$ cat src/core/fifo_chain_pkg.sv
// Purpose: Constants shared by the chained fall-through FIFO design
// Assumes: Single clock mclk at 20 MHz
// Notes: Depths and widths are defaults of module parameters
package fifo_chain_pkg;
	localparam int CLK_PERIOD_NS = 50;
	localparam int STAGE_WIDTH = 18;
	localparam int STAGE_DEPTH = 16;
	localparam int STAGE_COUNT = 2;
	localparam int LANE_COUNT = 2;
	localparam int XFER_PERIODS = 4;
	localparam int READ_PERIODS = 3;
	localparam logic RESET_MODE = 1'b1;
endpackage

$ cat src/core/fifo_stage.sv
// Purpose: One fall-through FIFO stage and the expanded chain built from it
// Assumes: One clock; handshake flags active low like the device pins
// Notes: Word appears on the output without a read, fall-through style
`timescale 1ns/1ps

module fifo_stage #(
	parameter int WIDTH = fifo_chain_pkg::STAGE_WIDTH,
	parameter int DEPTH = fifo_chain_pkg::STAGE_DEPTH
) (
	input wire logic mclk,
	input wire logic rst_n,
	input wire logic fallThroughMode,
	input wire logic [WIDTH-1:0] writeDataBus,
	input wire logic inValid,
	output logic inputSpace_n,
	output logic [WIDTH-1:0] readDataBus,
	output logic outputReady_n,
	input wire logic outReady,
	output logic emptyIndicator_n,
	output logic fullIndicator_n
);
	import fifo_chain_pkg::*;
	localparam int AW = $clog2(DEPTH);
	logic [WIDTH-1:0] mem [DEPTH];
	logic [AW-1:0] wrPtr_r;
	logic [AW-1:0] rdPtr_r;
	logic [AW:0] count_r;
	logic [WIDTH-1:0] outWord_r;
	logic outFull_r;
	logic mode_r;

	// Ring pointer step, wraps at the stage depth
	function automatic logic [AW-1:0] nextPtr(input logic [AW-1:0] ptr);
		nextPtr = (ptr == AW'(DEPTH-1)) ? '0 : ptr + 1'b1;
	endfunction

	// Occupancy decode for the ring
	wire memEmpty = (count_r == '0);
	wire memFull = (count_r == (AW+1)'(DEPTH));
	wire push = inValid && !memFull;
	wire load = !memEmpty && (!outFull_r || outReady);
	wire pop = outFull_r && outReady;

	// Active-low flags as the pins show them
	assign inputSpace_n = memFull;
	assign outputReady_n = !outFull_r;
	assign readDataBus = outWord_r;
	assign emptyIndicator_n = !memEmpty || outFull_r;
	assign fullIndicator_n = !memFull;

	// Mode strap is captured during reset only
	// Changing the strap later has no effect until the next reset
	always_ff @(posedge mclk) begin
		if (!rst_n) begin
			mode_r <= fallThroughMode;
		end
	end

	// Storage write and pointers
	always_ff @(posedge mclk) begin
		if (push) begin
			mem[wrPtr_r] <= writeDataBus;
		end
	end

	always_ff @(posedge mclk) begin
		if (!rst_n) begin
			wrPtr_r <= '0;
			rdPtr_r <= '0;
			count_r <= '0;
		end else begin
			if (push) wrPtr_r <= nextPtr(wrPtr_r);
			if (load) rdPtr_r <= nextPtr(rdPtr_r);
			count_r <= count_r + (AW+1)'(push) - (AW+1)'(load);
		end
	end

	// Output register falls through without a read
	always_ff @(posedge mclk) begin
		if (!rst_n) begin
			outFull_r <= 1'b0;
			outWord_r <= '0;
		end else begin
			if (load) outWord_r <= mem[rdPtr_r];
			if (load) outFull_r <= 1'b1;
			else if (pop) outFull_r <= 1'b0;
		end
	end

	a_word_fall: assert property (@(posedge mclk) disable iff (!rst_n)
		(count_r == 1 && !outFull_r) |=> !outputReady_n) else $error("word did not fall through");
	a_full_flag: assert property (@(posedge mclk) disable iff (!rst_n)
		(inValid && !inputSpace_n) |=> (count_r != 0 || !outputReady_n))
		else $error("accepted word lost");

	// Ring never holds more than its depth
	a_count_range: assert property (@(posedge mclk) disable iff (!rst_n)
		count_r <= (AW+1)'(DEPTH)) else $error("stage occupancy above depth");

	// Strap value stays put once reset has ended
	a_mode_kept: assert property (@(posedge mclk) disable iff (!rst_n)
		$stable(mode_r)) else $error("mode changed outside reset");
endmodule

// Width and depth expanded FIFO built from stages
module fifo_expansion #(
	parameter int WIDTH = fifo_chain_pkg::STAGE_WIDTH,
	parameter int DEPTH = fifo_chain_pkg::STAGE_DEPTH,
	parameter int STAGES = fifo_chain_pkg::STAGE_COUNT,
	parameter int LANES = fifo_chain_pkg::LANE_COUNT
) (
	input wire logic mclk,
	input wire logic rst_n,
	input wire logic fallThroughMode,
	input wire logic [LANES*WIDTH-1:0] writeDataBus,
	input wire logic inValid,
	output logic inputSpace_n,
	output logic [LANES*WIDTH-1:0] readDataBus,
	output logic outputReady_n,
	input wire logic outReady,
	output logic emptyIndicator_n,
	output logic fullIndicator_n
);
	import fifo_chain_pkg::*;
	logic [WIDTH-1:0] data [LANES][STAGES+1];
	logic [LANES-1:0] space_n [STAGES];
	logic [LANES-1:0] ready_n [STAGES];
	logic [LANES-1:0] emptyL_n;
	logic [LANES-1:0] fullL_n;
	logic [STAGES:0] advWr;
	// Per lane, per stage occupancy flags, high while a stage holds a word
	wire [STAGES-1:0] laneEmpty_n [LANES];
	// Whole chain holds nothing in any lane
	wire chainIdle;
	// Worst ripple time of the first word, in mclk cycles
	localparam int RIPPLE_MAX = (STAGES - 1) * XFER_PERIODS + READ_PERIODS;

	assign chainIdle = (emptyL_n == '0);

	// Shared controls; OR of active-low ready flags per stage
	assign advWr[0] = inValid && !(|space_n[0]);
	assign inputSpace_n = |space_n[0];
	assign outputReady_n = |ready_n[STAGES-1];
	assign emptyIndicator_n = &emptyL_n;
	assign fullIndicator_n = &fullL_n;

	genvar l, s;
	generate
		for (s = 1; s <= STAGES; s++) begin : g_adv
			// Upstream output-ready writes next; downstream space reads upstream
			if (s == STAGES) begin : g_last
				assign advWr[s] = outReady && !(|ready_n[s-1]);
			end else begin : g_mid
				assign advWr[s] = !(|ready_n[s-1]) && !(|space_n[s]);
			end
		end
		for (l = 0; l < LANES; l++) begin : g_lane
			assign data[l][0] = writeDataBus[l*WIDTH +: WIDTH];
			assign readDataBus[l*WIDTH +: WIDTH] = data[l][STAGES];
			for (s = 0; s < STAGES; s++) begin : g_stage
				fifo_stage #(.WIDTH(WIDTH), .DEPTH(DEPTH)) u_stage (
					.mclk(mclk),
					.rst_n(rst_n),
					.fallThroughMode(fallThroughMode),
					.writeDataBus(data[l][s]),
					.inValid(advWr[s]),
					.inputSpace_n(space_n[s][l]),
					.readDataBus(data[l][s+1]),
					.outputReady_n(ready_n[s][l]),
					.outReady(advWr[s+1]),
					.emptyIndicator_n(laneEmpty_n[l][s]),
					.fullIndicator_n()
				);
			end
			// Lane holds data if any of its stages does
			assign emptyL_n[l] = |laneEmpty_n[l];
			// Lane is full once its first stage has no room
			assign fullL_n[l] = !space_n[0][l];
		end
	endgenerate

	// First word into an idle chain reaches the far end in bounded time
	a_ripple_bound: assert property (@(posedge mclk) disable iff (!rst_n)
		(advWr[0] && chainIdle) |-> ##[1:RIPPLE_MAX] !outputReady_n) else $error("ripple bound exceeded");

	// All lanes of the last stage agree on output-ready
	a_lane_match: assert property (@(posedge mclk) disable iff (!rst_n)
		(&ready_n[STAGES-1]) == (|ready_n[STAGES-1])) else $error("lane ready flags disagree");

	// Lanes of the first stage agree on input space
	a_space_match: assert property (@(posedge mclk) disable iff (!rst_n)
		(&space_n[0]) == (|space_n[0])) else $error("lane space flags disagree");

	// Held word stays on the bus while the reader stalls
	a_out_hold: assert property (@(posedge mclk) disable iff (!rst_n)
		(!outputReady_n && !outReady) |=> (!outputReady_n && $stable(readDataBus)))
		else $error("output word changed while stalled");
endmodule

$ cat config.mk
export PLATFORM = sky130hd
export DESIGN_NAME = fifo_expansion
export DESIGN_NICKNAME = d
export VERILOG_FILES = /design/src/core/fifo_chain_pkg.sv /design/src/core/fifo_stage.sv
export SDC_FILE = /design/constraint.sdc
export NUM_CORES = 1
export LEC_CHECK = 0
export ABC_AREA = 1
export BUFFER_PORTS_ARGS = -buffer_cell sky130_fd_sc_hd__buf_4
export CORE_MARGIN = 8
export CORE_UTILIZATION = 45
export CTS_BUF_LIST = sky130_fd_sc_hd__clkbuf_8
export DETAILED_ROUTE_END_ITERATION = 8
export PLACE_DENSITY_LB_ADDON = 0.25
export SLEW_MARGIN = 10
export SYNTH_ARGS = -nofsm -noshare
export SYNTH_HDL_FRONTEND = slang
export SYNTH_SLANG_ARGS = --single-unit
$ cat constraint.sdc
create_clock -name mclk -period 4.2 [get_ports mclk]
set_input_delay 0.63 -clock mclk [delete_from_list [all_inputs] [get_ports mclk]]
set_output_delay 0.63 -clock mclk [all_outputs]
set_load 0.005 [all_outputs]
=== Word-level counts from Yosys, hierarchy flattened ===
Memory sizes are Yosys's and may differ from the RTL's. A register that Yosys moved wholly into a read port is not among the register bits.
Index checks and enable logic that the tools add are counted.

* Reduce and logical (&&, ||, !) cells: 59
* Equal/unequal tests: 12
* Mux-type cells: 24
* $add $sub $neg: 16

{| class="wikitable"
|+ Operators by type and width
! operator !! number
|-
| adder 4 x 1 -> 4 bit, second input constant || 8
|-
| equality test 4 bit, second input constant || 8
|-
| two-way mux 4 bit || 8
|-
| adder 5 x 1 -> 5 bit || 4
|-
| equality test 5 bit, second input constant || 4
|-
| zero test 1 bit || 20
|-
| zero test 5 bit || 4
|-
| subtractor 5 x 1 -> 5 bit || 4
|-
| two-way mux 1 bit || 16
|-
| logical AND 1 bit || 15
|-
| OR reduction 2 bit || 6
|-
| logical OR 1 bit || 8
|-
| nonzero test 2 bit || 4
|-
| AND reduction 2 bit || 2
|}

* Bits of input ports: 41
* Bits in writable memories: 1152
* Flip-flop bits (word level): 56
* Output and inout port bits: 40
* Memories: 4
* Logic and storage cells: 131

{| class="wikitable"
|+ Memory list
! memory !! depth !! width !! rd ports !! clocked after memory_dff !! write ports !! line !! RTL
|-
| g_lane[0].g_stage[0].u_stage.mem || 16 || 18 || 1 || 1 || 1 || fifo_stage.sv:24 || <nowiki>logic [WIDTH-1:0] mem [DEPTH];</nowiki>
|-
| g_lane[0].g_stage[1].u_stage.mem || 16 || 18 || 1 || 1 || 1 || fifo_stage.sv:24 ||
|-
| g_lane[1].g_stage[0].u_stage.mem || 16 || 18 || 1 || 1 || 1 || fifo_stage.sv:24 ||
|-
| g_lane[1].g_stage[1].u_stage.mem || 16 || 18 || 1 || 1 || 1 || fifo_stage.sv:24 ||
|}

=== Longest topological paths before layout ===
* Depth after elaboration: 7
* Mapped depth: 16
* Gate-level depth less buffers: 15

=== Hierarchy ===
A second synthesis with hierarchy kept.

* Cell total of the unflattened synthesis: 5155
* Area, all modules: 53890.4 um^2

{| class="wikitable"
|+ Modules (own cells, without submodules)
! module !! seq. area each (um^2) !! area each (um^2) !! cells an instance !! times used
|-
| fifo_stage (g_lane[0].g_stage[0].u_stage ...) || 9288.9 || 13456.7 || 1286 || 2
|-
| fifo_stage (g_lane[1].g_stage[0].u_stage ...) || 9288.9 || 13450.4 || 1283 || 2
|-
| fifo_expansion || 0.0 || 76.3 || 17 || 1
|}

=== Worst setup path after synthesis ===
OpenSTA, ideal clock, no wires.

* Kind: register to register
* From: register g_lane[0].g_stage[1].u_stage.count_r[2]
* To: memory g_lane[0].g_stage[1].u_stage.mem[7][0] (netlist bit) (enable)
* Period minus slack after synthesis: 2.724 ns
* Stages on the path, launching flop included: 7
* Setup time: 0.416 ns
* Slack: 1.476 ns
* Required time: 3.784 ns
* Buffers on the path: 1
* Arrival: 2.308 ns
* Cell sequence: dfxtp_1 > inv_1 > ha_1 > nand4_1 > nand3_4 > buf_2 > nor3_1

* Cells in the longest elaborated chain, start to end: 7
* Elaborated cells on any way between the ends: 8
* Those cells by class: eq/ne (1); mux (2); reduce/logical (5)

{| class="wikitable"
|+ RTL lines
! item !! line !! RTL
|-
| start: declaration || fifo_stage.sv:27 || <nowiki>logic [AW:0] count_r;</nowiki>
|-
| start signal: assignment || fifo_stage.sv:74 || <nowiki>count_r <= count_r + (AW+1)'(push) - (AW+1)'(load);</nowiki>
|-
| equality test 5 bit (*) || fifo_stage.sv:39 || <nowiki>wire memFull = (count_r == (AW+1)'(DEPTH));</nowiki>
|-
| OR reduction 2 bit || fifo_stage.sv:154 || <nowiki>assign advWr[s] = !(|ready_n[s-1]) && !(|space_n[s]);</nowiki>
|-
| zero test 1 bit || fifo_stage.sv:154 ||
|-
| logical AND 1 bit || fifo_stage.sv:154 ||
|-
| logical AND 1 bit (*) || fifo_stage.sv:40 || <nowiki>wire push = inValid && !memFull;</nowiki>
|-
| two-way mux 1 bit (*) || fifo_stage.sv:61 || <nowiki>if (push) begin</nowiki>
|-
| two-way mux 1 bit (not written as such) (*) || fifo_stage.sv:62 || <nowiki>mem[wrPtr_r] <= writeDataBus;</nowiki>
|-
| end: declaration || fifo_stage.sv:24 ||
|}

Every way passes the cells marked *; elsewhere a longest branch is shown, timed or not.

=== Worst setup path in the final report ===
* From: register g_lane[1].g_stage[0].u_stage.count_r[2]
* To: output port emptyIndicator_n

* Cells in the longest elaborated chain, start to end: 5

{| class="wikitable"
|+ RTL lines
! item !! line !! RTL
|-
| start: declaration || fifo_stage.sv:27 ||
|-
| start signal: assignment || fifo_stage.sv:74 ||
|-
| zero test 5 bit || fifo_stage.sv:38 || <nowiki>wire memEmpty = (count_r == '0);</nowiki>
|-
| zero test 1 bit || fifo_stage.sv:48 || <nowiki>assign emptyIndicator_n = !memEmpty || outFull_r;</nowiki>
|-
| logical OR 1 bit || fifo_stage.sv:48 ||
|-
| OR reduction 2 bit || fifo_stage.sv:176 || <nowiki>assign emptyL_n[l] = |laneEmpty_n[l];</nowiki>
|-
| AND reduction 2 bit || fifo_stage.sv:144 || <nowiki>assign emptyIndicator_n = &emptyL_n;</nowiki>
|-
| end: declaration || fifo_stage.sv:121 || <nowiki>output logic emptyIndicator_n,</nowiki>
|}

No other way between the ends.

==> results.yml <==
grt:
  overflow: 0
  grt_pass1_vias: 34584
  grt_util_met3: 0.0357
  grt.busiest_layer: "met2"
  grt_max_degree: 147
  grt_pass1_wl_um: 197000
  track_usage: 0.184
  grt_use_met1: 0.252
  grt.met2_usage: 0.302
  antenna_found_initial: 3
yosys:
  syn_area_per_cell_um2: 9.90
  synth_edf_count: 1152
  ys.flop_type: "edfxtp_1"
  synthesis.area_um2: 55700
  yosysWarnings: 0
  ys_ff_latch: 1280
  yosysSeqAreaShare: 0.667
  synth.distinct_cells: 30
  async_reset_ff_frac: 0
  synth_cells: 5627
  syn_nets: 5716
timing:
  setup_viol: 0
  min_period_over_period: 0.731
  hold_violations: 0
  worst_pin_slew_ns: 1.22
  fin_skew_ns: 0.0378
  fin_ws_ns: 1.13
  relSlewSlack: 0.189
  finalMaxSlewViolations: 0
  fin_setup_tns_ns: 0
  hold_slack_ns: 0.192
  rsz0062_at_grt: "no"
  period_minus_slack_ns: 3.07
  max_freq_ghz: 0.326
worst_hold_path:
  hp-class: "input pin to flip-flop"
  hold_path.startpoint: "outReady"
  hold_path_end: "g_lane[1].g_stage[1].u_stage.outFull_r"
  whs_path_depth: 4
floorplan:
  ioPinCount: 81
  row_count: 129
  start_util: 0.452
  die_w_um: 368
  core_um2: 123000
  die_area_um2: 135000
  die_h_um: 368
worst_setup_path:
  crit_fanout: 6
  reg2reg_to: "g_lane[1].g_stage[0].u_stage.mem[10][7]"
  crit_type: "flip-flop to primary output"
  timing.rr.start: "g_lane[0].g_stage[0].u_stage.count_r[2]"
  reg2reg_slack_ns: 1.30
  end_kind: "primary output"
  cp.required_ns: 3.57
  cp-start-kind: "flip-flop"
  worstPathArrival_ns: 2.44
  reg2reg_depth: 7
placement:
  post-dp-hpwl_um: 69800
  pre_cts_slack_ns: 1.25
  gp_congestion: 0.754
  port_buffers: 79
clock_tree:
  cts_resized: 0
  clockBufferDepth: 3
  cts_num_sinks: 1280
  htree_levels: 4
  post_cts_buffers: 0
  cts.clk_slew.worst_paths_ns: 0.06
  cts_hold_buf: 36
  cts_made_buffers: 206
  cts_tree: "yes"
  root_buffer: "clkbuf_8"
  clk_latency_ns: 0.90
detailed_routing:
  drt_iter0_drc: 3142
  avgViaCountPerCell: 4.81
  drc: 0
  ant_nets: 0
  vias: 36358
  first_pass_iters: 5
  wl_per_cell_um: 16.8
  wirelength_um: 127000
finish:
  fin_nets: 5841
  layout_commonest_cell: "nand2_1"
  drive_gt1_frac: 0.0890
  syn_to_final_growth_pct: 11.2
  final_cell_mix: "1771 x nand2_1, 1152 x edfxtp_1, 1074 x inv_1, 790 x nand3_1, 246 x nor2_1"
power:
  internal_power_mw: 23.6
  p_switching_mw: 13.2
  p_sw_frac: 0.358
  p_leak_nw: 27.1
  ir_drop_v: 0.000524
  pwr-share-comb: 0.280
  seq_power_share: 0.448
  clock_power_share: 0.272
  power_density_nw_per_um2: 593
outcome:
  status: "finished, final reports clean"
run:
  maxCapViolations: 0
worst max-delay path, cell delays in order, from the launching register on:
cell     delay (ns)
dfxtp_1        0.31
inv_1          0.08
ha_1           0.16
nand4_1        0.31
nor4_1         0.34
nor2_1         0.18
buf_4          0.18
state kept, by name, summed over array words and instances, names as in the netlist:
register and count:
g_lane.g_stage.u_stage.readDataBus 72, g_lane.g_stage.u_stage.count_r 20, g_lane.g_stage.u_stage.rdPtr_r 16, g_lane.g_stage.u_stage.mem 1152
g_lane.g_stage.u_stage.outFull_r 4, g_lane.g_stage.u_stage.wrPtr_r 16
cells by family (layout without fill, tap and decap cells):
family | Yosys count | in the layout | synth area share
flip-flops | 1280 | 1280 | 0.667
adder cells (fa/ha/maj) | 48 | 48 | 0.0113
XOR/XNOR | 19 | 19 | 0.00299
AO/OA/AOI/OAI | 100 | 100 | 0.00917
other | 0 | 5 | 0
AND/OR/NAND/NOR | 2894 | 2894 | 0.214
buffers and inverters | 1286 | 1582 | 0.0949
cells in the mapped netlist, drive strengths merged, types with 8 or more instances:
cell / number / share of area
dfxtp: 128 / 0.046
nand3: 791 / 0.071
nand4: 8 / 0.0010
inv: 986 / 0.066
edfxtp: 1152 / 0.62
a21oi: 39 / 0.0035
buf: 216 / 0.023
o21ai: 57 / 0.0051
xor2: 16 / 0.0025
nor2: 311 / 0.021
ha: 44 / 0.0099
nand2: 1775 / 0.12
clkbuf: 78 / 0.0053
through the flow:
step	util	instances	instance area (um^2)	total power [mW]
2_1_floorplan	-	5627	55700	24.0
3_3_place_gp	0.468	7145	57700	26.8
3_5_place_dp	0.468	7145	57700	27.0
4_1_cts	0.502	7560	61900	37.1
5_1_grt	0.502	7562	61900	39.1
6_report	0.502	7565	62000	36.7
power groups by stage:
stage	combinational, mW	clock (mW)	sequential [mW]
6_report	10.3	9.99	16.4
5_1_grt	11.8	10.8	16.6
4_1_cts	10.4	10.2	16.5
3_5_place_dp	10.3	0	16.7
3_3_place_gp	10.2	0	16.7
2_1_floorplan	7.97	0	16.0
metal layers:
layer	routed length, um	part of all wire
met1	56800	0.45
met2	59400	0.47
met3	8540	0.067
met4	2390	0.019
met5	0	0
area by class of cell:
| cell class | count | area [um^2] |
|---|---|---|
| Fill cell | 11134 | 61400 |
| Sequential cell | 1280 | 37200 |
| Multi-Input combinational cell | 3061 | 13400 |
| Inverter | 992 | 3740 |
| Clock buffer | 224 | 3080 |
| Tap cell | 1637 | 2050 |
| Timing Repair Buffer | 211 | 1700 |
| Clock inverter | 155 | 774 |
| Antenna cell | 5 | 12.5 |
worst max path at each step:
| stage | start | end | slack (ns) | cells after the start |
|---|---|---|---|---|
| after floorplan | g_lane[0].g_stage[1].u_stage.count_r[2] | g_lane[0].g_stage[1].u_stage.mem[7][0] | 1.48 | 6 |
| after global placement | g_lane[0].g_stage[0].u_stage.count_r[2] | g_lane[1].g_stage[0].u_stage.mem[10][10] | 1.33 | 7 |
| after detailed placement | g_lane[0].g_stage[0].u_stage.count_r[2] | g_lane[1].g_stage[0].u_stage.mem[10][10] | 1.25 | 7 |
| after CTS | g_lane[1].g_stage[0].u_stage.count_r[2] | emptyIndicator_n | 1.0 | 6 |
| after global routing | g_lane[1].g_stage[0].u_stage.count_r[3] | emptyIndicator_n | 0.90 | 6 |
| final | g_lane[1].g_stage[0].u_stage.count_r[2] | emptyIndicator_n | 1.13 | 6 |
No activity file was read; power rests on OpenSTA's default activity.
